$ cat config.mk
export PLATFORM = sky130hd
export DESIGN_NAME = link_cfg_status_regs
export DESIGN_NICKNAME = d
export VERILOG_FILES = /design/src/logic/link_regs_pkg.sv /design/src/logic/link_cfg_status_regs.sv
export SDC_FILE = /design/constraint.sdc
export NUM_CORES = 1
export LEC_CHECK = 0
export BUFFER_PORTS_ARGS = -buffer_cell sky130_fd_sc_hd__buf_2
export CAP_MARGIN = 20
export CORE_MARGIN = 1
export CORE_UTILIZATION = 54
export CTS_BUF_LIST = sky130_fd_sc_hd__clkbuf_4 sky130_fd_sc_hd__clkbuf_8
export CTS_CLUSTER_SIZE = 8
export DETAILED_ROUTE_END_ITERATION = 16
export PLACE_DENSITY = 0.85
export SLEW_MARGIN = 10
export SYNTH_ARGS = -nofsm -noshare
export SYNTH_HDL_FRONTEND = slang
export SYNTH_SLANG_ARGS = --single-unit
$ cat constraint.sdc
create_clock -name mclk -period 2.43 [get_ports mclk]
set_input_delay 0.6075 -clock mclk [delete_from_list [all_inputs] [get_ports mclk]]
set_output_delay 0.6075 -clock mclk [all_outputs]
set_load 0.02 [all_outputs]
$ cat src/logic/link_regs_pkg.sv
// constants and types for the link configuration and error status registers
`default_nettype none
package link_regs_pkg;
	// register byte offsets
	localparam logic [7:0] ila_multiframe_count_off      = 8'h00;
	localparam logic [7:0] test_pattern_select_off       = 8'h04;
	localparam logic [7:0] link_error_status_off         = 8'h08;
	localparam logic [7:0] octets_per_frame_cfg_off      = 8'h0c;
	localparam logic [7:0] frames_per_multiframe_cfg_off = 8'h10;
	localparam logic [7:0] core_control_off              = 8'h14;
	// reset values
	localparam logic [7:0] ila_multiframe_count_rst      = 8'h03;
	localparam logic [4:0] test_pattern_select_rst       = 5'h00;
	localparam logic [7:0] octets_per_frame_cfg_rst      = 8'h01;
	localparam logic [4:0] frames_per_multiframe_cfg_rst = 5'h1f;
	// field layout
	localparam int         ila_mf_w     = 8;
	localparam int         test_sel_w   = 5;
	localparam int         opf_w        = 8;
	localparam int         fpmf_w       = 5;
	localparam int         prbs_bit     = 4;
	localparam int         align_bit    = 31;
	localparam int         sysref_bit   = 30;
	localparam int         overflow_bit = 29;
	localparam int         lane_count   = 8;
	localparam int         lane_field_w = 3;
	localparam int         ctl_reset_bit = 0;
	localparam int         ctl_wdog_bit  = 1;
	// test mode codes
	localparam logic [4:0] tm_normal = 5'h00;
	localparam logic [4:0] tm_k28    = 5'h01;
	localparam logic [4:0] tm_ila    = 5'h02;
	localparam logic [4:0] tm_d21    = 5'h03;
	localparam logic [4:0] tm_rpat   = 5'h05;
	localparam logic [4:0] tm_jspat  = 5'h07;
	// characters and alarm threshold
	localparam logic [7:0] char_k28_5      = 8'hbc;
	localparam logic [7:0] char_d21_5      = 8'hb5;
	localparam logic [2:0] misalign_limit  = 3'h7;
	// bus answers
	localparam logic [1:0] resp_okay   = 2'h0;
	localparam logic [1:0] resp_slverr = 2'h2;

	typedef struct packed {
		logic unexp_k;
		logic disparity;
		logic not_in_table;
	} lane_err_type;

	typedef struct packed {
		logic       is_k;
		logic [7:0] value;
	} char_type;

	typedef enum logic [6:0] {
		pat_normal = 7'h01,
		pat_k28    = 7'h02,
		pat_ila    = 7'h04,
		pat_d21    = 7'h08,
		pat_rpat   = 7'h10,
		pat_jspat  = 7'h20,
		pat_prbs   = 7'h40
	} pattern_type;
endpackage : link_regs_pkg
`default_nettype wire

$ cat src/logic/link_cfg_status_regs.sv
// link configuration, test pattern and error status registers
//
// Added by the designer: register access over AXI4-Lite and the placing of the registers.
`timescale 1ns/100ps
`default_nettype none
module link_cfg_status_regs #(
	parameter bit          is_transmit = 1'b1,
	parameter logic [7:0]  lanes_built = 8'hff
) (
	input  wire logic                         mclk,
	input  wire logic                         rst_b,
	input  wire logic [7:0]                   s_axi_awaddr,
	input  wire logic                         s_axi_awvalid,
	output var  logic                         s_axi_awready,
	input  wire logic [31:0]                  s_axi_wdata,
	input  wire logic [3:0]                   s_axi_wstrb,
	input  wire logic                         s_axi_wvalid,
	output var  logic                         s_axi_wready,
	output var  logic [1:0]                   s_axi_bresp,
	output var  logic                         s_axi_bvalid,
	input  wire logic                         s_axi_bready,
	input  wire logic [7:0]                   s_axi_araddr,
	input  wire logic                         s_axi_arvalid,
	output var  logic                         s_axi_arready,
	output var  logic [31:0]                  s_axi_rdata,
	output var  logic [1:0]                   s_axi_rresp,
	output var  logic                         s_axi_rvalid,
	input  wire logic                         s_axi_rready,
	input  wire logic                         sync_done,
	input  wire logic                         ila_support_en,
	input  wire logic                         subclass1_mode,
	input  wire link_regs_pkg::lane_err_type  lane_err [8],
	input  wire logic [7:0]                   marker_seen,
	input  wire logic [7:0]                   marker_misaligned,
	input  wire logic                         sysref_misaligned,
	input  wire logic                         rx_buf_overflow,
	input  wire logic                         watchdog_clear,
	output var  logic [7:0]                   ila_multiframe_count,
	output var  logic [7:0]                   octets_per_frame,
	output var  logic [4:0]                   frames_per_multiframe,
	output var  link_regs_pkg::pattern_type   pattern,
	output var  link_regs_pkg::char_type      test_char,
	output var  logic                         link_data_en,
	output var  logic                         prbs_en,
	output var  logic [3:0]                   prbs_sel,
	output var  logic                         ila_active,
	output var  logic                         ila_repeat,
	output var  logic                         core_reset
);
	import link_regs_pkg::*;

	// next misalignment run length of one lane, saturating at the limit
	function automatic logic [2:0] next_run(input logic [2:0] run,
		input logic seen, input logic mis);
		logic [2:0] result;
		result = run;
		if (seen && !mis) begin
			result = 3'h0;
		end else if (seen && mis && run != misalign_limit) begin
			result = 3'(run + 3'h1);
		end
		return result;
	endfunction : next_run

	// word select of a byte address; false for unaligned or unmapped
	function automatic logic hit(input logic [7:0] addr,
		input logic [7:0] off);
		return addr == off;
	endfunction : hit

	logic [7:0]  ila_mf_reg;
	logic [4:0]  test_sel_reg;
	logic [7:0]  opf_reg;
	logic [4:0]  fpmf_reg;
	logic        wdog_en_reg;
	logic        core_reset_reg;
	logic [31:0] err_status_reg;
	logic [2:0]  run_reg [8];
	logic [2:0]  run_next [8];

	logic        awready_reg;
	logic        wready_reg;
	logic        aw_have_reg;
	logic        w_have_reg;
	logic [7:0]  waddr_reg;
	logic [31:0] wdata_reg;
	logic        wstrb0_reg;
	logic        bvalid_reg;
	logic [1:0]  bresp_reg;
	logic        arready_reg;
	logic        rvalid_reg;
	logic [31:0] rdata_reg;
	logic [1:0]  rresp_reg;

	pattern_type pattern_reg;
	char_type    test_char_reg;
	logic        link_data_en_reg;
	logic        prbs_en_reg;
	logic [3:0]  prbs_sel_reg;
	logic        ila_active_reg;
	logic        ila_repeat_reg;

	// bus handshakes
	wire logic aw_take  = s_axi_awvalid & awready_reg;
	wire logic w_take   = s_axi_wvalid & wready_reg;
	wire logic ar_take  = s_axi_arvalid & arready_reg;
	wire logic do_write = aw_have_reg & w_have_reg & ~bvalid_reg;
	wire logic bvalid_next  = do_write | (bvalid_reg & ~s_axi_bready);
	wire logic aw_have_next = (aw_have_reg | aw_take) & ~do_write;
	wire logic w_have_next  = (w_have_reg | w_take) & ~do_write;
	wire logic rvalid_next  = ar_take | (rvalid_reg & ~s_axi_rready);

	// write decode
	wire logic wr_ila  = hit(waddr_reg, ila_multiframe_count_off);
	wire logic wr_test = hit(waddr_reg, test_pattern_select_off);
	wire logic wr_stat = hit(waddr_reg, link_error_status_off);
	wire logic wr_opf  = hit(waddr_reg, octets_per_frame_cfg_off);
	wire logic wr_fpmf = hit(waddr_reg, frames_per_multiframe_cfg_off);
	wire logic wr_ctl  = hit(waddr_reg, core_control_off);
	wire logic wr_map  = wr_ila | wr_test | wr_stat | wr_opf | wr_fpmf
		| wr_ctl;
	wire logic wr_en   = do_write & wstrb0_reg;

	// read decode and mux
	wire logic rd_ila  = hit(s_axi_araddr, ila_multiframe_count_off);
	wire logic rd_test = hit(s_axi_araddr, test_pattern_select_off);
	wire logic rd_stat = hit(s_axi_araddr, link_error_status_off);
	wire logic rd_opf  = hit(s_axi_araddr, octets_per_frame_cfg_off);
	wire logic rd_fpmf = hit(s_axi_araddr, frames_per_multiframe_cfg_off);
	wire logic rd_ctl  = hit(s_axi_araddr, core_control_off);
	wire logic rd_map  = rd_ila | rd_test | rd_stat | rd_opf | rd_fpmf
		| rd_ctl;
	wire logic [31:0] rd_mux =
		rd_ila  ? {24'h0, ila_mf_reg} :
		rd_test ? {27'h0, test_sel_reg} :
		rd_stat ? err_status_reg :
		rd_opf  ? {24'h0, opf_reg} :
		rd_fpmf ? {27'h0, fpmf_reg} :
		rd_ctl  ? {30'h0, wdog_en_reg, core_reset_reg} : 32'h0;

	// test pattern decode; transmit-only codes fall back on a receiver
	wire logic tx_only_code = test_sel_reg[prbs_bit]
		| test_sel_reg == tm_d21 | test_sel_reg == tm_rpat
		| test_sel_reg == tm_jspat;
	wire pattern_type pat_next =
		(!is_transmit && tx_only_code) ? pat_normal :
		test_sel_reg[prbs_bit]   ? pat_prbs :
		test_sel_reg == tm_k28   ? pat_k28 :
		test_sel_reg == tm_ila   ? pat_ila :
		test_sel_reg == tm_d21   ? pat_d21 :
		test_sel_reg == tm_rpat  ? pat_rpat :
		test_sel_reg == tm_jspat ? pat_jspat : pat_normal;

	// error capture gating
	wire logic capture_en = sync_done
		& ~(!is_transmit && tx_only_code);
	wire logic stat_clear = (ar_take & rd_stat)
		| core_reset_reg
		| (wdog_en_reg & watchdog_clear);

	logic [23:0] lane_set;
	logic        align_set;
	always_comb begin
		lane_set  = 24'h0;
		align_set = 1'b0;
		for (int i = 0; i < lane_count; i++) begin
			run_next[i] = next_run(run_reg[i], marker_seen[i],
				marker_misaligned[i]);
			if (lanes_built[i]) begin
				lane_set[i*lane_field_w +: lane_field_w] =
					lane_err[i];
				if (marker_seen[i] && marker_misaligned[i]
					&& run_next[i] == misalign_limit) begin
					align_set = 1'b1;
				end
			end
		end
	end

	wire logic [31:0] set_vec = capture_en ? {
		align_set,
		sysref_misaligned & subclass1_mode,
		rx_buf_overflow,
		5'h00,
		lane_set} : 32'h0;
	// a new event in the clearing cycle survives the clear
	wire logic [31:0] err_status_next =
		(stat_clear ? 32'h0 : err_status_reg) | set_vec;

	// write channel
	always_ff @(posedge mclk or negedge rst_b) begin
		if (!rst_b) begin
			awready_reg <= 1'b0;
			wready_reg  <= 1'b0;
			aw_have_reg <= 1'b0;
			w_have_reg  <= 1'b0;
			bvalid_reg  <= 1'b0;
			bresp_reg   <= resp_okay;
		end else begin
			aw_have_reg <= aw_have_next;
			w_have_reg  <= w_have_next;
			awready_reg <= ~aw_have_next & ~bvalid_next;
			wready_reg  <= ~w_have_next & ~bvalid_next;
			bvalid_reg  <= bvalid_next;
			if (do_write) begin
				bresp_reg <= wr_map ? resp_okay : resp_slverr;
			end
		end
	end

	always_ff @(posedge mclk or negedge rst_b) begin
		if (!rst_b) begin
			waddr_reg  <= 8'h00;
			wdata_reg  <= 32'h0;
			wstrb0_reg <= 1'b0;
		end else begin
			if (aw_take) begin
				waddr_reg <= s_axi_awaddr;
			end
			if (w_take) begin
				wdata_reg  <= s_axi_wdata;
				wstrb0_reg <= s_axi_wstrb[0];
			end
		end
	end

	// read channel
	always_ff @(posedge mclk or negedge rst_b) begin
		if (!rst_b) begin
			arready_reg <= 1'b0;
			rvalid_reg  <= 1'b0;
			rdata_reg   <= 32'h0;
			rresp_reg   <= resp_okay;
		end else begin
			arready_reg <= ~rvalid_next;
			rvalid_reg  <= rvalid_next;
			if (ar_take) begin
				rdata_reg <= rd_mux;
				rresp_reg <= rd_map ? resp_okay : resp_slverr;
			end
		end
	end

	// configuration registers, kept across a core reset
	always_ff @(posedge mclk or negedge rst_b) begin
		if (!rst_b) begin
			ila_mf_reg   <= ila_multiframe_count_rst;
			test_sel_reg <= test_pattern_select_rst;
			opf_reg      <= octets_per_frame_cfg_rst;
			fpmf_reg     <= frames_per_multiframe_cfg_rst;
			wdog_en_reg  <= 1'b0;
		end else if (wr_en) begin
			if (wr_ila) begin
				ila_mf_reg <= wdata_reg[ila_mf_w-1:0];
			end
			if (wr_test) begin
				test_sel_reg <= wdata_reg[test_sel_w-1:0];
			end
			if (wr_opf) begin
				opf_reg <= wdata_reg[opf_w-1:0];
			end
			if (wr_fpmf) begin
				fpmf_reg <= wdata_reg[fpmf_w-1:0];
			end
			if (wr_ctl) begin
				wdog_en_reg <= wdata_reg[ctl_wdog_bit];
			end
		end
	end

	// one-cycle core reset pulse, status and alignment tracking
	always_ff @(posedge mclk or negedge rst_b) begin
		if (!rst_b) begin
			core_reset_reg <= 1'b0;
			err_status_reg <= 32'h0;
			for (int i = 0; i < lane_count; i++) begin
				run_reg[i] <= 3'h0;
			end
		end else begin
			core_reset_reg <= wr_en & wr_ctl
				& wdata_reg[ctl_reset_bit];
			err_status_reg <= err_status_next;
			for (int i = 0; i < lane_count; i++) begin
				run_reg[i] <= (core_reset_reg || !sync_done) ? 3'h0
					: run_next[i];
			end
		end
	end

	// link-facing pattern and ila controls
	always_ff @(posedge mclk or negedge rst_b) begin
		if (!rst_b) begin
			pattern_reg      <= pat_normal;
			test_char_reg    <= '0;
			link_data_en_reg <= 1'b1;
			prbs_en_reg      <= 1'b0;
			prbs_sel_reg     <= 4'h0;
			ila_active_reg   <= 1'b0;
			ila_repeat_reg   <= 1'b0;
		end else begin
			pattern_reg      <= pat_next;
			link_data_en_reg <= pat_next != pat_prbs;
			prbs_en_reg      <= pat_next == pat_prbs;
			prbs_sel_reg     <= (pat_next == pat_prbs)
				? test_sel_reg[3:0] : 4'h0;
			ila_active_reg   <= ila_support_en
				& (pat_next == pat_normal || pat_next == pat_ila);
			ila_repeat_reg   <= (pat_next == pat_ila) & sync_done;
			case (pat_next)
				pat_k28: begin
					test_char_reg <= '{is_k: 1'b1,
						value: char_k28_5};
				end
				pat_d21: begin
					test_char_reg <= '{is_k: 1'b0,
						value: char_d21_5};
				end
				default: begin
					test_char_reg <= '0;
				end
			endcase
		end
	end

	assign s_axi_awready         = awready_reg;
	assign s_axi_wready          = wready_reg;
	assign s_axi_bvalid          = bvalid_reg;
	assign s_axi_bresp           = bresp_reg;
	assign s_axi_arready         = arready_reg;
	assign s_axi_rvalid          = rvalid_reg;
	assign s_axi_rdata           = rdata_reg;
	assign s_axi_rresp           = rresp_reg;
	assign ila_multiframe_count       = ila_mf_reg;
	assign octets_per_frame      = opf_reg;
	assign frames_per_multiframe = fpmf_reg;
	assign pattern               = pattern_reg;
	assign test_char             = test_char_reg;
	assign link_data_en          = link_data_en_reg;
	assign prbs_en               = prbs_en_reg;
	assign prbs_sel              = prbs_sel_reg;
	assign ila_active            = ila_active_reg;
	assign ila_repeat            = ila_repeat_reg;
	assign core_reset            = core_reset_reg;
endmodule : link_cfg_status_regs
`default_nettype wire

==> results by group <==
Outcome
  – Run status: finished, final reports clean

Logic synthesis
  – Post-synthesis sequential element count: 150
  – Number of synthesized flops with an enable pin: 0
  – Count of distinct cell types in the synthesized netlist: 57
  – Most common cell in the synthesized netlist: dfrtp_1
  – Cells after Synth: 582
  – Yosys Warn Count: 0
  – Fraction of the yosys area taken by sequential cells: a little under three fifths
  – Commonest cells post-synth: dfrtp_1 (140), nand2_1 (53), a22o_1 (52)
  – Post-Syn Area per Cell: 11.7 sq um
  – Area of the mapped netlist: 6780 sq um
  – Cell type with the largest total area after synthesis: dfrtp_1
  – Asr flop ratio synth: 100%
  – Main flop type after synthesis: dfrtp_1
  – Leading cell types by total area after synthesis: dfrtp_1 (52%), a22o_1 (6.7%), mux2_1 (6.0%), dfstp_2 (3.9%), mux2_2 (3.3%)
  – Share of Yosys cell area claimed by the top area cell type: 51.7%

Finish
  – Final Net Count: 862
  – Antenna fix cells: 0
  – Area growth syn-to-layout: 20.3%
  – Post-route design area: 8160 sq um
  – Layout cells sized above 1: 32.0%
  – Multi-input gate area in the final layout: 2790 sq um
  – Filler instances: 919
  – Final non-filler cell total: 922
  – Sequential cell area: ~3800 sq um

Timing
  – Unrepaired setup endpoints after global routing: no
  – Top achievable clock speed: 0.435 GHz
  – Worst slew pin tran: between 500 and 600 ps
  – Final Hold Vio Count: 0
  – Fin worst setup slack: roughly 130 ps
  – Slew margin rel.: a little over three fifths
  – Clock period minus final worst setup slack: 2300 ps
  – Number of endpoints failing setup at the final stage: 0
  – Hold slack: 131 ps
  – Setup_tns: 0 ps
  – Tcrit/Tclk final: 94.7%
  – Number of max-slew violations in the final report: 0
  – Max Clock Skew: 11.0 ps

Placed design
  – Weighted congestion reported at the end of routability-driven placement: about 0.85
  – Number of port buffers: around 160
  – Placed cell area: 7720 sq um
  – Placed cell count: between 800 and 900
  – Worst slack, placed: 61.6 ps
  – Half-perimeter wire length after placement: 11.5 mm

Critical path
  – Crit path capture type: flip-flop
  – Data required time at the worst endpoint: 2750 ps
  – Worst path arrival time: 2620 ps
  – List of cells traversed by the critical path: ha_1, ha_1, mux2_1, nand3_1, o22ai_1, or4_1, a22o_1
  – Crit-path max cell delay: 540 ps
  – End of the worst register-to-register path: err_status_reg[31]$_DFF_PN0_
  – Reg2reg start: run_reg[15]$_DFF_PN0_
  – Maximum fanout along the worst path: 8
  – R2R setup slack: around 130 ps
  – Startpoint-to-endpoint class of the critical path: reg2reg
  – CP Launch Type: flip-flop
  – Cells on worst reg2reg path: 7
  – Most common cell type on the critical path: ha_1
  – Crit path max-delay cell type: or4_1

Worst hold path
  – Kind of path behind the tightest hold check: in2async

Global route
  – Wire length of the first global-routing pass: 25.9 mm
  – Via count of the first global-routing pass: 5256
  – Overall fraction of global-route tracks in use: roughly a quarter
  – Maximum number of pins on one net before global-route repair: 59
  – Total grt overflow: 0
  – Initial antenna violation count: 0

Route
  – Final wirelength: 15.8 mm
  – Average detailed-routed wire length per instance: 17.1 um
  – Count of nets left with antenna violations after detail routing: 0
  – Detailed-route via count: about 5.1k
  – Iteration count of the initial detailed-routing pass: 4
  – DRC marker count from the first detailed-route iteration: ~290
  – DRC errors left: 0
  – Number of vias per cell after detailed routing: 5.55

Floorplanning
  – Ports placed on the boundary: 192
  – Initial Utilization: between 50 and 60%
  – FP Rows: 40
  – Chip Height: 114 um
  – Core area: 12100 sq um
  – Die area: 13000 sq um
  – Die Width: ~110 um

Pwr
  – Worst voltage drop across the vdd grid: 0.000600 V
  – Power per standard cell area: 771 nW/um^2
  – Static power due to leakage: 4.18 nW

Clock tree
  – # Post-CTS Setup Buffers: 0
  – Clock Latency Late Sink: 440 ps
  – Clock sink count: 150
  – TritonCTS buffer count: 17
  – Clock tree from TritonCTS: built
  – Largest buffer count on any clock path: 2
  – Number of H-tree levels: 4
  – Clock tree root driver cell: clkbuf_8
  – Clock-pin slew on the worst setup and hold paths: 80 ps

Job
  – Max cap viols: 0
routing by layer:
metal / GRT usage [%] / wire, um
met5: 0 / 0
met4: 10.6 / 240
met3: 6.35 / 861
met2: 43.1 / 7880
met1: 32.5 / 6780
how the worst max path moves through the flow:
stage	slack, ps	depth (start not counted)	to	startpoint
global placement	80	7	err_status_reg[31]$_DFF_PN0_	s_axi_araddr[1]
global route	20	7	err_status_reg[31]$_DFF_PN0_	run_reg[15]$_DFF_PN0_
floorplan	250	8	err_status_reg[31]$_DFF_PN0_	run_reg[0]$_DFF_PN0_
detailed placement	60	7	err_status_reg[31]$_DFF_PN0_	s_axi_araddr[1]
finish	130	7	err_status_reg[31]$_DFF_PN0_	run_reg[15]$_DFF_PN0_
CTS	100	7	err_status_reg[31]$_DFF_PN0_	run_reg[0]$_DFF_PN0_
cell type report:
class                      instances  share of cell area, %
clock buffer                      20                   3.22
clock inverter                    12                   2.16
inverter                           9                  0.414
multi-input combinational        393                   34.2
sequential                       150                   46.2
tap                              168                   2.58
timing repair buffer             170                   11.3
cell families after synthesis:
kind of cell	count (synthesis)	share of synthesized area, %
flip-flops	150	55.5
buffers and inverters	47	3.80
multiplexers	63	10.5
adder cells (fa/ha/maj)	16	2.95
AND/OR/NAND/NOR	181	13.9
AO/OA/AOI/OAI	124	13.2
other	1	0.0553
power breakdown:
group	switching [W]	internal, W
Sequential	0.000312	0.00286
Combinational	0.000577	0.000458
Clock	0.000911	0.00117
Total	0.00180	0.00449
metrics by stage:
| step | util, % | power (W) |
|---|---|---|
| 2_1_floorplan | - | 0.00381 |
| 3_3_place_gp | 63.7 | 0.00417 |
| 3_5_place_dp | 63.7 | 0.00425 |
| 4_1_cts | 67.3 | 0.00636 |
| 5_1_grt | 67.4 | 0.00659 |
| 6_report | 67.4 | 0.00629 |
layout by cell type (no fill, tap or decap), types with 14 or more instances in the layout:
master | Yosys | final
buf_2 | 2 | 154
dfrtp_1 | 140 | 140
nand2_1 | 53 | 53
a22o_1 | 52 | 52
nor2_1 | 37 | 37
mux2_1 | 36 | 36
a21oi_1 | 28 | 28
nor2b_1 | 27 | 27
mux2_2 | 20 | 20
clkbuf_8 | 0 | 18
ha_1 | 16 | 15
nand3_1 | 14 | 14
critical path: cells and delay by family (launching register included):
family,cells,cell delay [ps]
compound gates,2,280
fa+ha+maj,2,490
flops,1,430
mux,1,350
simple gates,2,630
timing repair:
action                                  CTS  global route
hold buffers                              0             0
endpoints found under the setup margin    0             1
resized for setup                         0             1
hold endpoints to repair                  0             0
Power figures use the tool's default switching activity.
